<file path="config.mk">
export PLATFORM = sky130hd
export DESIGN_NAME = asc_top
export DESIGN_NICKNAME = d
export VERILOG_FILES = /design/src/asc_pkg.sv /design/src/asc_conv_timer.sv /design/src/asc_top.sv
export SDC_FILE = /design/constraint.sdc
export NUM_CORES = 1
export LEC_CHECK = 0
export ABC_AREA = 0
export BUFFER_PORTS_ARGS = -buffer_cell sky130_fd_sc_hd__buf_2
export CAP_MARGIN = 5
export CORE_MARGIN = 3
export CORE_UTILIZATION = 60
export DETAILED_ROUTE_END_ITERATION = 7
export PLACE_DENSITY = 0.82
export REMOVE_ABC_BUFFERS = 1
export SLEW_MARGIN = 0
export SYNTH_ARGS = -nofsm -noshare
export SYNTH_HDL_FRONTEND = slang
export SYNTH_SLANG_ARGS = --single-unit
export TNS_END_PERCENT = 10
</file>
<file path="constraint.sdc">
create_clock -name pclk -period 6.7 [get_ports pclk]
set_input_delay 1.34 -clock pclk [delete_from_list [all_inputs] [get_ports pclk]]
set_output_delay 1.34 -clock pclk [all_outputs]
set_load 0.1 [all_outputs]
</file>
<file path="src/asc_pkg.sv">
// asc_pkg: register map, field layout, reset values, timing and carriers
// for the converter sequencing control block.
// assumes a 32-bit APB slave with registers one per aligned word.
package asc_pkg;

   // -----------------------------------------------------------------
   // register indices; byte address is four times the index
   // -----------------------------------------------------------------
   localparam logic [11:0] CTRL_IDX   = 12'h3D6;
   localparam logic [11:0] CFG_IDX    = 12'h3D7;
   localparam logic [11:0] THIRD_IDX  = 12'h3D4;
   localparam logic [11:0] RESULT_IDX = 12'h3C0;   // eight words upward

   // -----------------------------------------------------------------
   // field positions
   // -----------------------------------------------------------------
   localparam int CTRL_CH_LSB  = 0;
   localparam int CTRL_MODE    = 3;
   localparam int CTRL_TRG     = 5;
   localparam int CTRL_START   = 6;
   localparam int CTRL_CLOCK_DIV_SEL_LOW    = 7;
   localparam int CFG_RES      = 3;
   localparam int CFG_CLOCK_DIV_SEL_HIGH     = 4;
   localparam int CFG_REF      = 5;
   localparam int CFG_EXT_LSB  = 6;
   localparam int THIRD_SH     = 0;
   localparam int THIRD_GRP_LSB = 1;

   // -----------------------------------------------------------------
   // encodings and timing in pclk cycles
   // -----------------------------------------------------------------
   localparam logic [1:0] EXT_NONE = 2'h0;
   localparam logic [1:0] EXT_IN0  = 2'h1;
   localparam logic [1:0] EXT_IN1  = 2'h2;
   localparam logic [1:0] EXT_BAD  = 2'h3;
   localparam logic [5:0] CYC_SH_8   = 6'h1C;   // 28 cycles
   localparam logic [5:0] CYC_SH_10  = 6'h21;   // 33 cycles
   localparam logic [5:0] CYC_NSH_8  = 6'h31;   // 49 cycles
   localparam logic [5:0] CYC_NSH_10 = 6'h3B;   // 59 cycles

   // -----------------------------------------------------------------
   // register layouts, reset values and carriers
   // -----------------------------------------------------------------
   typedef struct packed {
      logic       clock_div_sel_low;
      logic       start;
      logic       trigger_source_sel;
      logic       mode;
      logic [2:0] channel;
   } asc_ctrl_s;

   typedef struct packed {
      logic [1:0] ext;
      logic       ref_connect;
      logic       clock_div_sel_high;
      logic       res10;
   } asc_cfg_s;

   typedef struct packed {
      logic [1:0] group;
      logic       sh;
   } asc_third_s;

   localparam asc_ctrl_s  CTRL_RST  = '{default: 1'b0};
   localparam asc_cfg_s   CFG_RST   = '{default: 1'b0};
   localparam asc_third_s THIRD_RST = '{default: 1'b0};

   typedef struct packed {
      logic        psel;
      logic        penable;
      logic        pwrite;
      logic [11:0] paddr;
      logic [31:0] pwdata;
   } asc_apb_req_s;

   typedef struct packed {
      logic [31:0] prdata;
      logic        pready;
      logic        pslverr;
   } asc_apb_rsp_s;

   typedef struct packed {
      logic [1:0] group;
      logic [2:0] channel;
      logic [1:0] ext;
   } asc_sel_s;

endpackage

</file>
<file path="src/asc_conv_timer.sv">
// asc_conv_timer: counts the cycles of one conversion and flags its end.
// assumes start is a one-cycle pulse and len is steady while it is high.
module asc_conv_timer (
   // clock and reset
   input  wire logic       pclk,
   input  wire logic       presetn,
   // control
   input  wire logic       start,
   input  wire logic       abort,
   input  wire logic [5:0] len,
   // status
   output logic            done,
   output logic            busy
);
   import asc_pkg::*;

   typedef struct packed {
      logic       busy;
      logic [5:0] cnt;
   } asc_tmr_s;

   asc_tmr_s st;
   asc_tmr_s next_st;

   // last busy cycle ends the conversion
   assign done = st.busy && (st.cnt == 6'h00);
   assign busy = st.busy;

   // load on start, count down, stop on abort or end
   always_comb begin
      next_st = st;
      if (abort || done) begin
         next_st.busy = 1'b0;
      end else if (st.busy) begin
         next_st.cnt = st.cnt - 6'h01;
      end
      if (start && !abort) begin
         next_st.busy = 1'b1;
         next_st.cnt  = len - 6'h01;
      end
   end

   always_ff @(posedge pclk or negedge presetn) begin
      if (!presetn) begin
         st <= '0;
      end else begin
         st <= next_st;
      end
   end
endmodule

</file>
<file path="src/asc_top.sv">
// asc_top: converter sequencing control with APB register access.
// assumes an analog core that samples the selected input while busy and
// presents a right-justified code on conv_code in the done cycle.
//
// Decided for this implementation: the APB slave port.
module asc_top (
   // clock and reset
   input  wire logic                  pclk,
   input  wire logic                  presetn,
   // register bus
   input  wire asc_pkg::asc_apb_req_s apb_req,
   output asc_pkg::asc_apb_rsp_s      apb_rsp,
   // trigger pin and analog core
   input  wire logic                  external_trigger_pin,
   input  wire logic [9:0]            conv_code,
   output asc_pkg::asc_sel_s          analog_sel,
   output logic                       reference_connect,
   output logic                       sample_hold_on,
   output logic                       convert_busy,
   output logic                       conv_start,
   // event
   output logic                       conv_irq
);
   import asc_pkg::*;

   typedef enum logic [2:0] {
      PH_IDLE  = 3'b001,
      PH_ARMED = 3'b010,
      PH_CONV  = 3'b100
   } asc_phase_e;

   typedef struct packed {
      asc_ctrl_s        ctrl;
      asc_cfg_s         cfg;
      asc_third_s       third;
      asc_phase_e       phase;
      logic [7:0][9:0]  result;
      logic [2:0]       res_idx;
      logic             res10;
      logic             trig_prev;
      logic             conv_start;
      logic             irq;
      asc_apb_rsp_s     rsp;
   } asc_state_s;

   asc_state_s st;
   asc_state_s next_st;

   logic tmr_done;
   logic tmr_busy;
   logic abort;

   // -----------------------------------------------------------------
   // helpers
   // -----------------------------------------------------------------

   // address decode shared by reads and writes: 0-7 results, 8 ctrl,
   // 9 cfg, 10 third, 15 unmapped
   function automatic logic [3:0] reg_decode(input logic [11:0] addr);
      logic [3:0] sel;
      sel = 4'hF;
      if (addr[1:0] == 2'h0) begin
         if (addr[11:2] == CTRL_IDX[9:0]) begin
            sel = 4'h8;
         end else if (addr[11:2] == CFG_IDX[9:0]) begin
            sel = 4'h9;
         end else if (addr[11:2] == THIRD_IDX[9:0]) begin
            sel = 4'hA;
         end else if (addr[11:5] == RESULT_IDX[9:3]) begin
            sel = {1'b0, addr[4:2]};
         end
      end
      return sel;
   endfunction

   // conversion length from sample-hold choice and resolution
   function automatic logic [5:0] conv_len(input logic sh,
                                           input logic res10);
      logic [5:0] n;
      if (sh) begin
         n = res10 ? CYC_SH_10 : CYC_SH_8;
      end else begin
         n = res10 ? CYC_NSH_10 : CYC_NSH_8;
      end
      return n;
   endfunction

   // result register that belongs to the selected input
   function automatic logic [2:0] result_slot(input logic [1:0] ext,
                                              input logic [2:0] ch);
      logic [2:0] slot;
      unique case (ext)
         EXT_IN0: slot = 3'h0;
         EXT_IN1: slot = 3'h1;
         default: slot = ch;
      endcase
      return slot;
   endfunction

   // -----------------------------------------------------------------
   // conversion timer
   // -----------------------------------------------------------------
   asc_conv_timer u_timer (
      .pclk    (pclk),
      .presetn (presetn),
      .start   (st.conv_start),
      .abort   (abort),
      .len     (conv_len(st.third.sh, st.cfg.res10)),
      .done    (tmr_done),
      .busy    (tmr_busy)
   );

   // -----------------------------------------------------------------
   // next-state logic
   // -----------------------------------------------------------------
   logic [3:0]  wsel;
   logic [3:0]  rsel;
   logic        wr_acc;
   logic        trig_fall;
   logic        start_was;
   logic [31:0] rword;

   // bus decode sits outside the next-state process, so abort never
   // reads a value that process is still working out
   assign wr_acc = apb_req.psel && apb_req.penable && apb_req.pwrite
                   && st.rsp.pready;
   assign wsel   = reg_decode(apb_req.paddr);

   // a stop written in the same cycle as the timer's end wins, so a halted
   // conversion never deposits a result
   assign abort = wr_acc && (wsel == 4'h8) && !apb_req.pwdata[CTRL_START];

   always_comb begin
      next_st            = st;
      next_st.conv_start = 1'b0;
      next_st.irq        = 1'b0;
      rsel      = wsel;
      rword     = 32'h0000_0000;
      trig_fall = st.trig_prev && !external_trigger_pin;
      start_was = 1'b0;
      next_st.trig_prev = external_trigger_pin;

      // end of one conversion: store and decide what follows
      if (tmr_done && st.phase == PH_CONV && !abort) begin
         next_st.result[st.res_idx] = st.res10 ? conv_code
                                    : {2'h0, conv_code[7:0]};
         if (st.ctrl.mode) begin
            next_st.conv_start = 1'b1;
         end else begin
            next_st.irq   = 1'b1;
            next_st.phase = PH_IDLE;
            if (!st.ctrl.trigger_source_sel) begin
               next_st.ctrl.start = 1'b0;
            end
         end
      end

      // external trigger: only a falling edge seen while armed counts
      if (st.phase == PH_ARMED && trig_fall) begin
         next_st.phase      = PH_CONV;
         next_st.conv_start = 1'b1;
      end

      // register writes land after hardware updates so a set wins
      start_was = next_st.ctrl.start;
      if (wr_acc) begin
         unique case (wsel)
            4'h8: begin
               next_st.ctrl.channel = apb_req.pwdata[CTRL_CH_LSB +: 3];
               next_st.ctrl.mode    = apb_req.pwdata[CTRL_MODE];
               next_st.ctrl.trigger_source_sel     = apb_req.pwdata[CTRL_TRG];
               next_st.ctrl.clock_div_sel_low    = apb_req.pwdata[CTRL_CLOCK_DIV_SEL_LOW];
               // start refused while the ladder has no reference
               next_st.ctrl.start   = apb_req.pwdata[CTRL_START]
                                      && st.cfg.ref_connect;
               if (!apb_req.pwdata[CTRL_START]) begin
                  next_st.phase = PH_IDLE;
                  // a trigger edge in the stop cycle must not launch
                  next_st.conv_start = 1'b0;
               end else if (!start_was && st.cfg.ref_connect) begin
                  if (apb_req.pwdata[CTRL_TRG]) begin
                     next_st.phase = PH_ARMED;
                  end else begin
                     next_st.phase      = PH_CONV;
                     next_st.conv_start = 1'b1;
                  end
               end
            end
            4'h9: begin
               next_st.cfg.res10 = apb_req.pwdata[CFG_RES];
               next_st.cfg.clock_div_sel_high  = apb_req.pwdata[CFG_CLOCK_DIV_SEL_HIGH];
               // disconnect is held off while a conversion runs
               if (apb_req.pwdata[CFG_REF] || st.phase == PH_IDLE) begin
                  next_st.cfg.ref_connect = apb_req.pwdata[CFG_REF];
               end
               // forbidden code falls back to no extended input
               if (apb_req.pwdata[CFG_EXT_LSB +: 2] != EXT_BAD) begin
                  next_st.cfg.ext = apb_req.pwdata[CFG_EXT_LSB +: 2];
               end else begin
                  next_st.cfg.ext = EXT_NONE;
               end
            end
            4'hA: begin
               next_st.third.sh    = apb_req.pwdata[THIRD_SH];
               next_st.third.group = apb_req.pwdata[THIRD_GRP_LSB +: 2];
            end
            default: begin
               // results are read-only, unmapped writes are dropped
            end
         endcase
      end

      // capture where this conversion's result goes and its width
      if (next_st.conv_start) begin
         next_st.res_idx = result_slot(next_st.cfg.ext,
                                       next_st.ctrl.channel);
         next_st.res10   = next_st.cfg.res10;
      end

      // read data: unassigned bits read as zero
      unique case (rsel)
         4'h8: rword = {24'h00_0000, st.ctrl.clock_div_sel_low, st.ctrl.start,
                        st.ctrl.trigger_source_sel, 1'b0, st.ctrl.mode,
                        st.ctrl.channel};
         4'h9: rword = {24'h00_0000, st.cfg.ext, st.cfg.ref_connect,
                        st.cfg.clock_div_sel_high, st.cfg.res10, 3'h0};
         4'hA: rword = {29'h0000_0000, st.third.group, st.third.sh};
         4'hF: rword = 32'h0000_0000;
         default: rword = {22'h00_0000, st.result[rsel[2:0]]};
      endcase

      // zero-wait slave: data is prepared in setup, ready in access
      next_st.rsp.pready  = apb_req.psel && !apb_req.penable;
      next_st.rsp.pslverr = apb_req.psel && !apb_req.penable
                            && (rsel == 4'hF);
      if (apb_req.psel && !apb_req.penable && !apb_req.pwrite) begin
         next_st.rsp.prdata = rword;
      end
   end

   // -----------------------------------------------------------------
   // state register
   // -----------------------------------------------------------------
   always_ff @(posedge pclk or negedge presetn) begin
      if (!presetn) begin
         st            <= '0;
         st.ctrl       <= CTRL_RST;
         st.cfg        <= CFG_RST;
         st.third      <= THIRD_RST;
         st.phase      <= PH_IDLE;
         st.trig_prev  <= 1'b1;   // no false edge just after reset
      end else begin
         st <= next_st;
      end
   end

   // -----------------------------------------------------------------
   // outputs, all but convert_busy straight from state flops
   // -----------------------------------------------------------------
   assign apb_rsp            = st.rsp;
   assign analog_sel.channel = st.ctrl.channel;
   assign analog_sel.group   = st.third.group;
   assign analog_sel.ext     = st.cfg.ext;
   assign reference_connect  = st.cfg.ref_connect;
   assign sample_hold_on     = st.third.sh;
   assign convert_busy       = (st.phase == PH_CONV);
   assign conv_start         = st.conv_start;
   assign conv_irq           = st.irq;
endmodule

</file>
==> impl_metrics.env <==
export IMPL_status="finished, final reports clean"
export IMPL_die_h_um=114
export IMPL_clk_latency_ns=0.42
export IMPL_yosys_area_top_type="dfrtp_1"
export IMPL_cp_cell_sequence="buf_2 > nor4b_4 > nand4_2 > o21ai_1 > mux2i_1 > ha_1 > o211ai_1 > or4_2 > o311ai_0"
export IMPL_yosys_top_cells_area="dfrtp_1 (44%), mux2_4 (9.0%), buf_4 (4.5%)"
export IMPL_start_util_pct=63.0
export IMPL_cts_resized=0
export IMPL_fin_crit_sh_pct=62.1
export IMPL_fin_skew_ns=0.00625
export IMPL_drcViolationCount=0
export IMPL_nNetsFinal=718
export IMPL_required_ns=6.99
export IMPL_track_usage_pct=29.0
export IMPL_finalMaxSlewViolations=0
export IMPL_grt_pass1_wl_mm=28.8
export IMPL_ys_ff_latch=124
export IMPL_drive_gt1_share_pct=29.4
export IMPL_async_flop_share_pct=100
export IMPL_vias_per_cell=6.50
export IMPL_fill_cells=800
export IMPL_fin_tns_setup_ns=0
export IMPL_clk_pin_slew_worst_paths_ns=0.06
export IMPL_synth_area_um2=7010
export IMPL_synthTopCellsByCount="dfrtp_1 (122), nand2_1 (78), buf_4 (42), mux2_4 (42), o21ai_0 (38)"
export IMPL_cts_tree="done"
export IMPL_max_stage_delay_ns=0.57
export IMPL_wl_mm=17.9
export IMPL_cts_hold_buf=0
export IMPL_leakage_nw=3.72
export IMPL_synthToLayoutAreaGrowth_pct=10.1
export IMPL_pwr_density_cell_nw_per_um2=288
export IMPL_cp_num_buf_inv=1
export IMPL_cpLargestDelayFamily="simple AND/OR/NAND/NOR gates"
export IMPL_tightest_slew_ns=1.32
export IMPL_max_slew_margin_pct=11.9
export IMPL_drt_iter0_drc=447
export IMPL_yosysMostFrequentCell="dfrtp_1"
export IMPL_grt_max_degree=67
export IMPL_gp_congestion=0.953
export IMPL_drt_pass1_iterations=5
export IMPL_final_hold_violation_count=0
export IMPL_rsz0062_at_grt="false"
export IMPL_antenna_found_initial=0
export IMPL_portBuffers=59
export IMPL_h_tree_depth=4
export IMPL_die_w_um=114
export IMPL_netlist_area_leader_share_pct=43.6
export IMPL_yosys_warnings=0
export IMPL_max_clock_path_buffers=2
export IMPL_period_minus_slack_ns=4.16
export IMPL_grt_pass1_vias=5416
export IMPL_fin_total_pwr_mw=2.23
export IMPL_routedWlPerCell_um=22.2
export IMPL_post_dp_hpwl_mm=12.0
export IMPL_cp_slowest_cell="or4_2"
export IMPL_worstSetupPathType="primary input to flip-flop"
export IMPL_synth_enable_flop_cells=0
export IMPL_worstSetupEndpointType="flip-flop"
export IMPL_cts_buffers=17
export IMPL_antenna_cells=0
export IMPL_grt_overflow=0
export IMPL_setup_viol_count_final=0
export IMPL_cp_arrival_ns=4.45
export IMPL_ys_flop_type="dfrtp_1"
export IMPL_start_kind="primary input"
export IMPL_vias=5241
export IMPL_die_area_um2=13000
export IMPL_crit_path_max_fanout=9
export IMPL_max_clock_freq_ghz=0.240
export IMPL_root_buffer="clkbuf_16"
export IMPL_synthCells=625
export IMPL_rows=38
export IMPL_vdd_drop_max_v=0.000223
export IMPL_cap_violations=0
export IMPL_core_area_um2=11100
export IMPL_hold_class="flip-flop to flip-flop"
export IMPL_cts_sinks=124
export IMPL_postSynthAreaPerCell_um2=11.2
export IMPL_ys_seq_area_share_pct=44.3
export IMPL_post_cts_buffers=0
export IMPL_synth_distinct_cells=80
export IMPL_ant_nets=0
export IMPL_io_pins=106
placed cells by master, fill, tap and decap left out, drive strengths merged, types with 10 or more instances in the layout:
cell / netlist / layout
dfrtp: 122 / 122
nand2: 78 / 78
mux2: 70 / 70
buf: 63 / 61
o21ai: 39 / 39
nor2: 24 / 24
conb: 1 / 22
clkbuf: 9 / 21
a21oi: 19 / 19
mux2i: 14 / 14
nand3: 14 / 14
inv: 13 / 13
o31ai: 10 / 10
and3: 10 / 10
o2111ai: 10 / 10
cell type report:
class                      count  area (um2)  area share, %
sequential                   124        3110           40.2
timing repair buffer          61         313           4.05
inverter                      14        52.6          0.681
clock buffer                  21         480           6.22
clock inverter                11         211           2.74
multi-input combinational    435        3380           43.8
tap                          140         175           2.27
power by group:
group / internal (mW) / leakage [nW] / switching (mW)
registers: 0.792 / 1.68 / 0.0409
clock network: 0.735 / 0.339 / 0.339
logic: 0.106 / 1.71 / 0.213
through the flow:
stage | cell area, um2 | setup slack, ns | cells | hold WS, ns | util, %
6_report | 7720 | 2.54 | 806 | 0.468 | 69.4
5_1_grt | 7720 | 2.24 | 806 | 0.496 | 69.4
4_1_cts | 7720 | 2.53 | 806 | 0.473 | 69.4
3_5_place_dp | 7030 | 2.11 | 774 | 0.460 | 63.2
3_3_place_gp | 7030 | 2.17 | 774 | 0.446 | 63.2
2_1_floorplan | 6540 | 2.72 | 573 | 0.435 | -
cell families after synthesis:
group           count (synthesis)  synth area share [%]
buf+inv                        87                  8.57
compound gates                146                  16.5
flops                         124                  44.3
other cells                     1                0.0535
xor+xnor                        1                 0.125
fa+ha+maj                       5                 0.893
simple gates                  177                  14.0
mux                            84                  15.5
worst paths after layout:
kind | startpoint | endpoint | slack [ns] | cells past startpoint
setup reg to reg | apb_rsp[1]$_DFF_PN0_ | u_timer.st[4]$_DFFE_PN0P_ | 3.41 | 8
hold reg to reg | flip-flop | flip-flop | 0.47 | 2
max in group asynchronous | presetn | async pin | 4.42 | 2
hold / removal | flip-flop | flip-flop | 0.47 | 2
setup / recovery | apb_req[33] | u_timer.st[4]$_DFFE_PN0P_ | 2.54 | 9
min in group asynchronous | presetn | conv_irq$_DFF_PN0_ | 1.01 | 1
per-layer routing:
metal	vias up	routed length, um	track usage (%)
li1	2300	-	-
met1	2577	7260	37.4
met2	310	8450	45.1
met3	54	1560	7.14
met4	0	648	15.5
met5	-	0	0
worst register-to-register path: cells and delay by family, from the launching register on:
kind | cells | cell delay [ns]
and+or+nand+nor | 3 | 1.37
AOI/OAI and AO/OA | 3 | 0.94
DFF | 1 | 0.33
adders and majority gates | 1 | 0.27
muxes | 1 | 0.25
No activity file was read; power rests on OpenSTA's default activity.
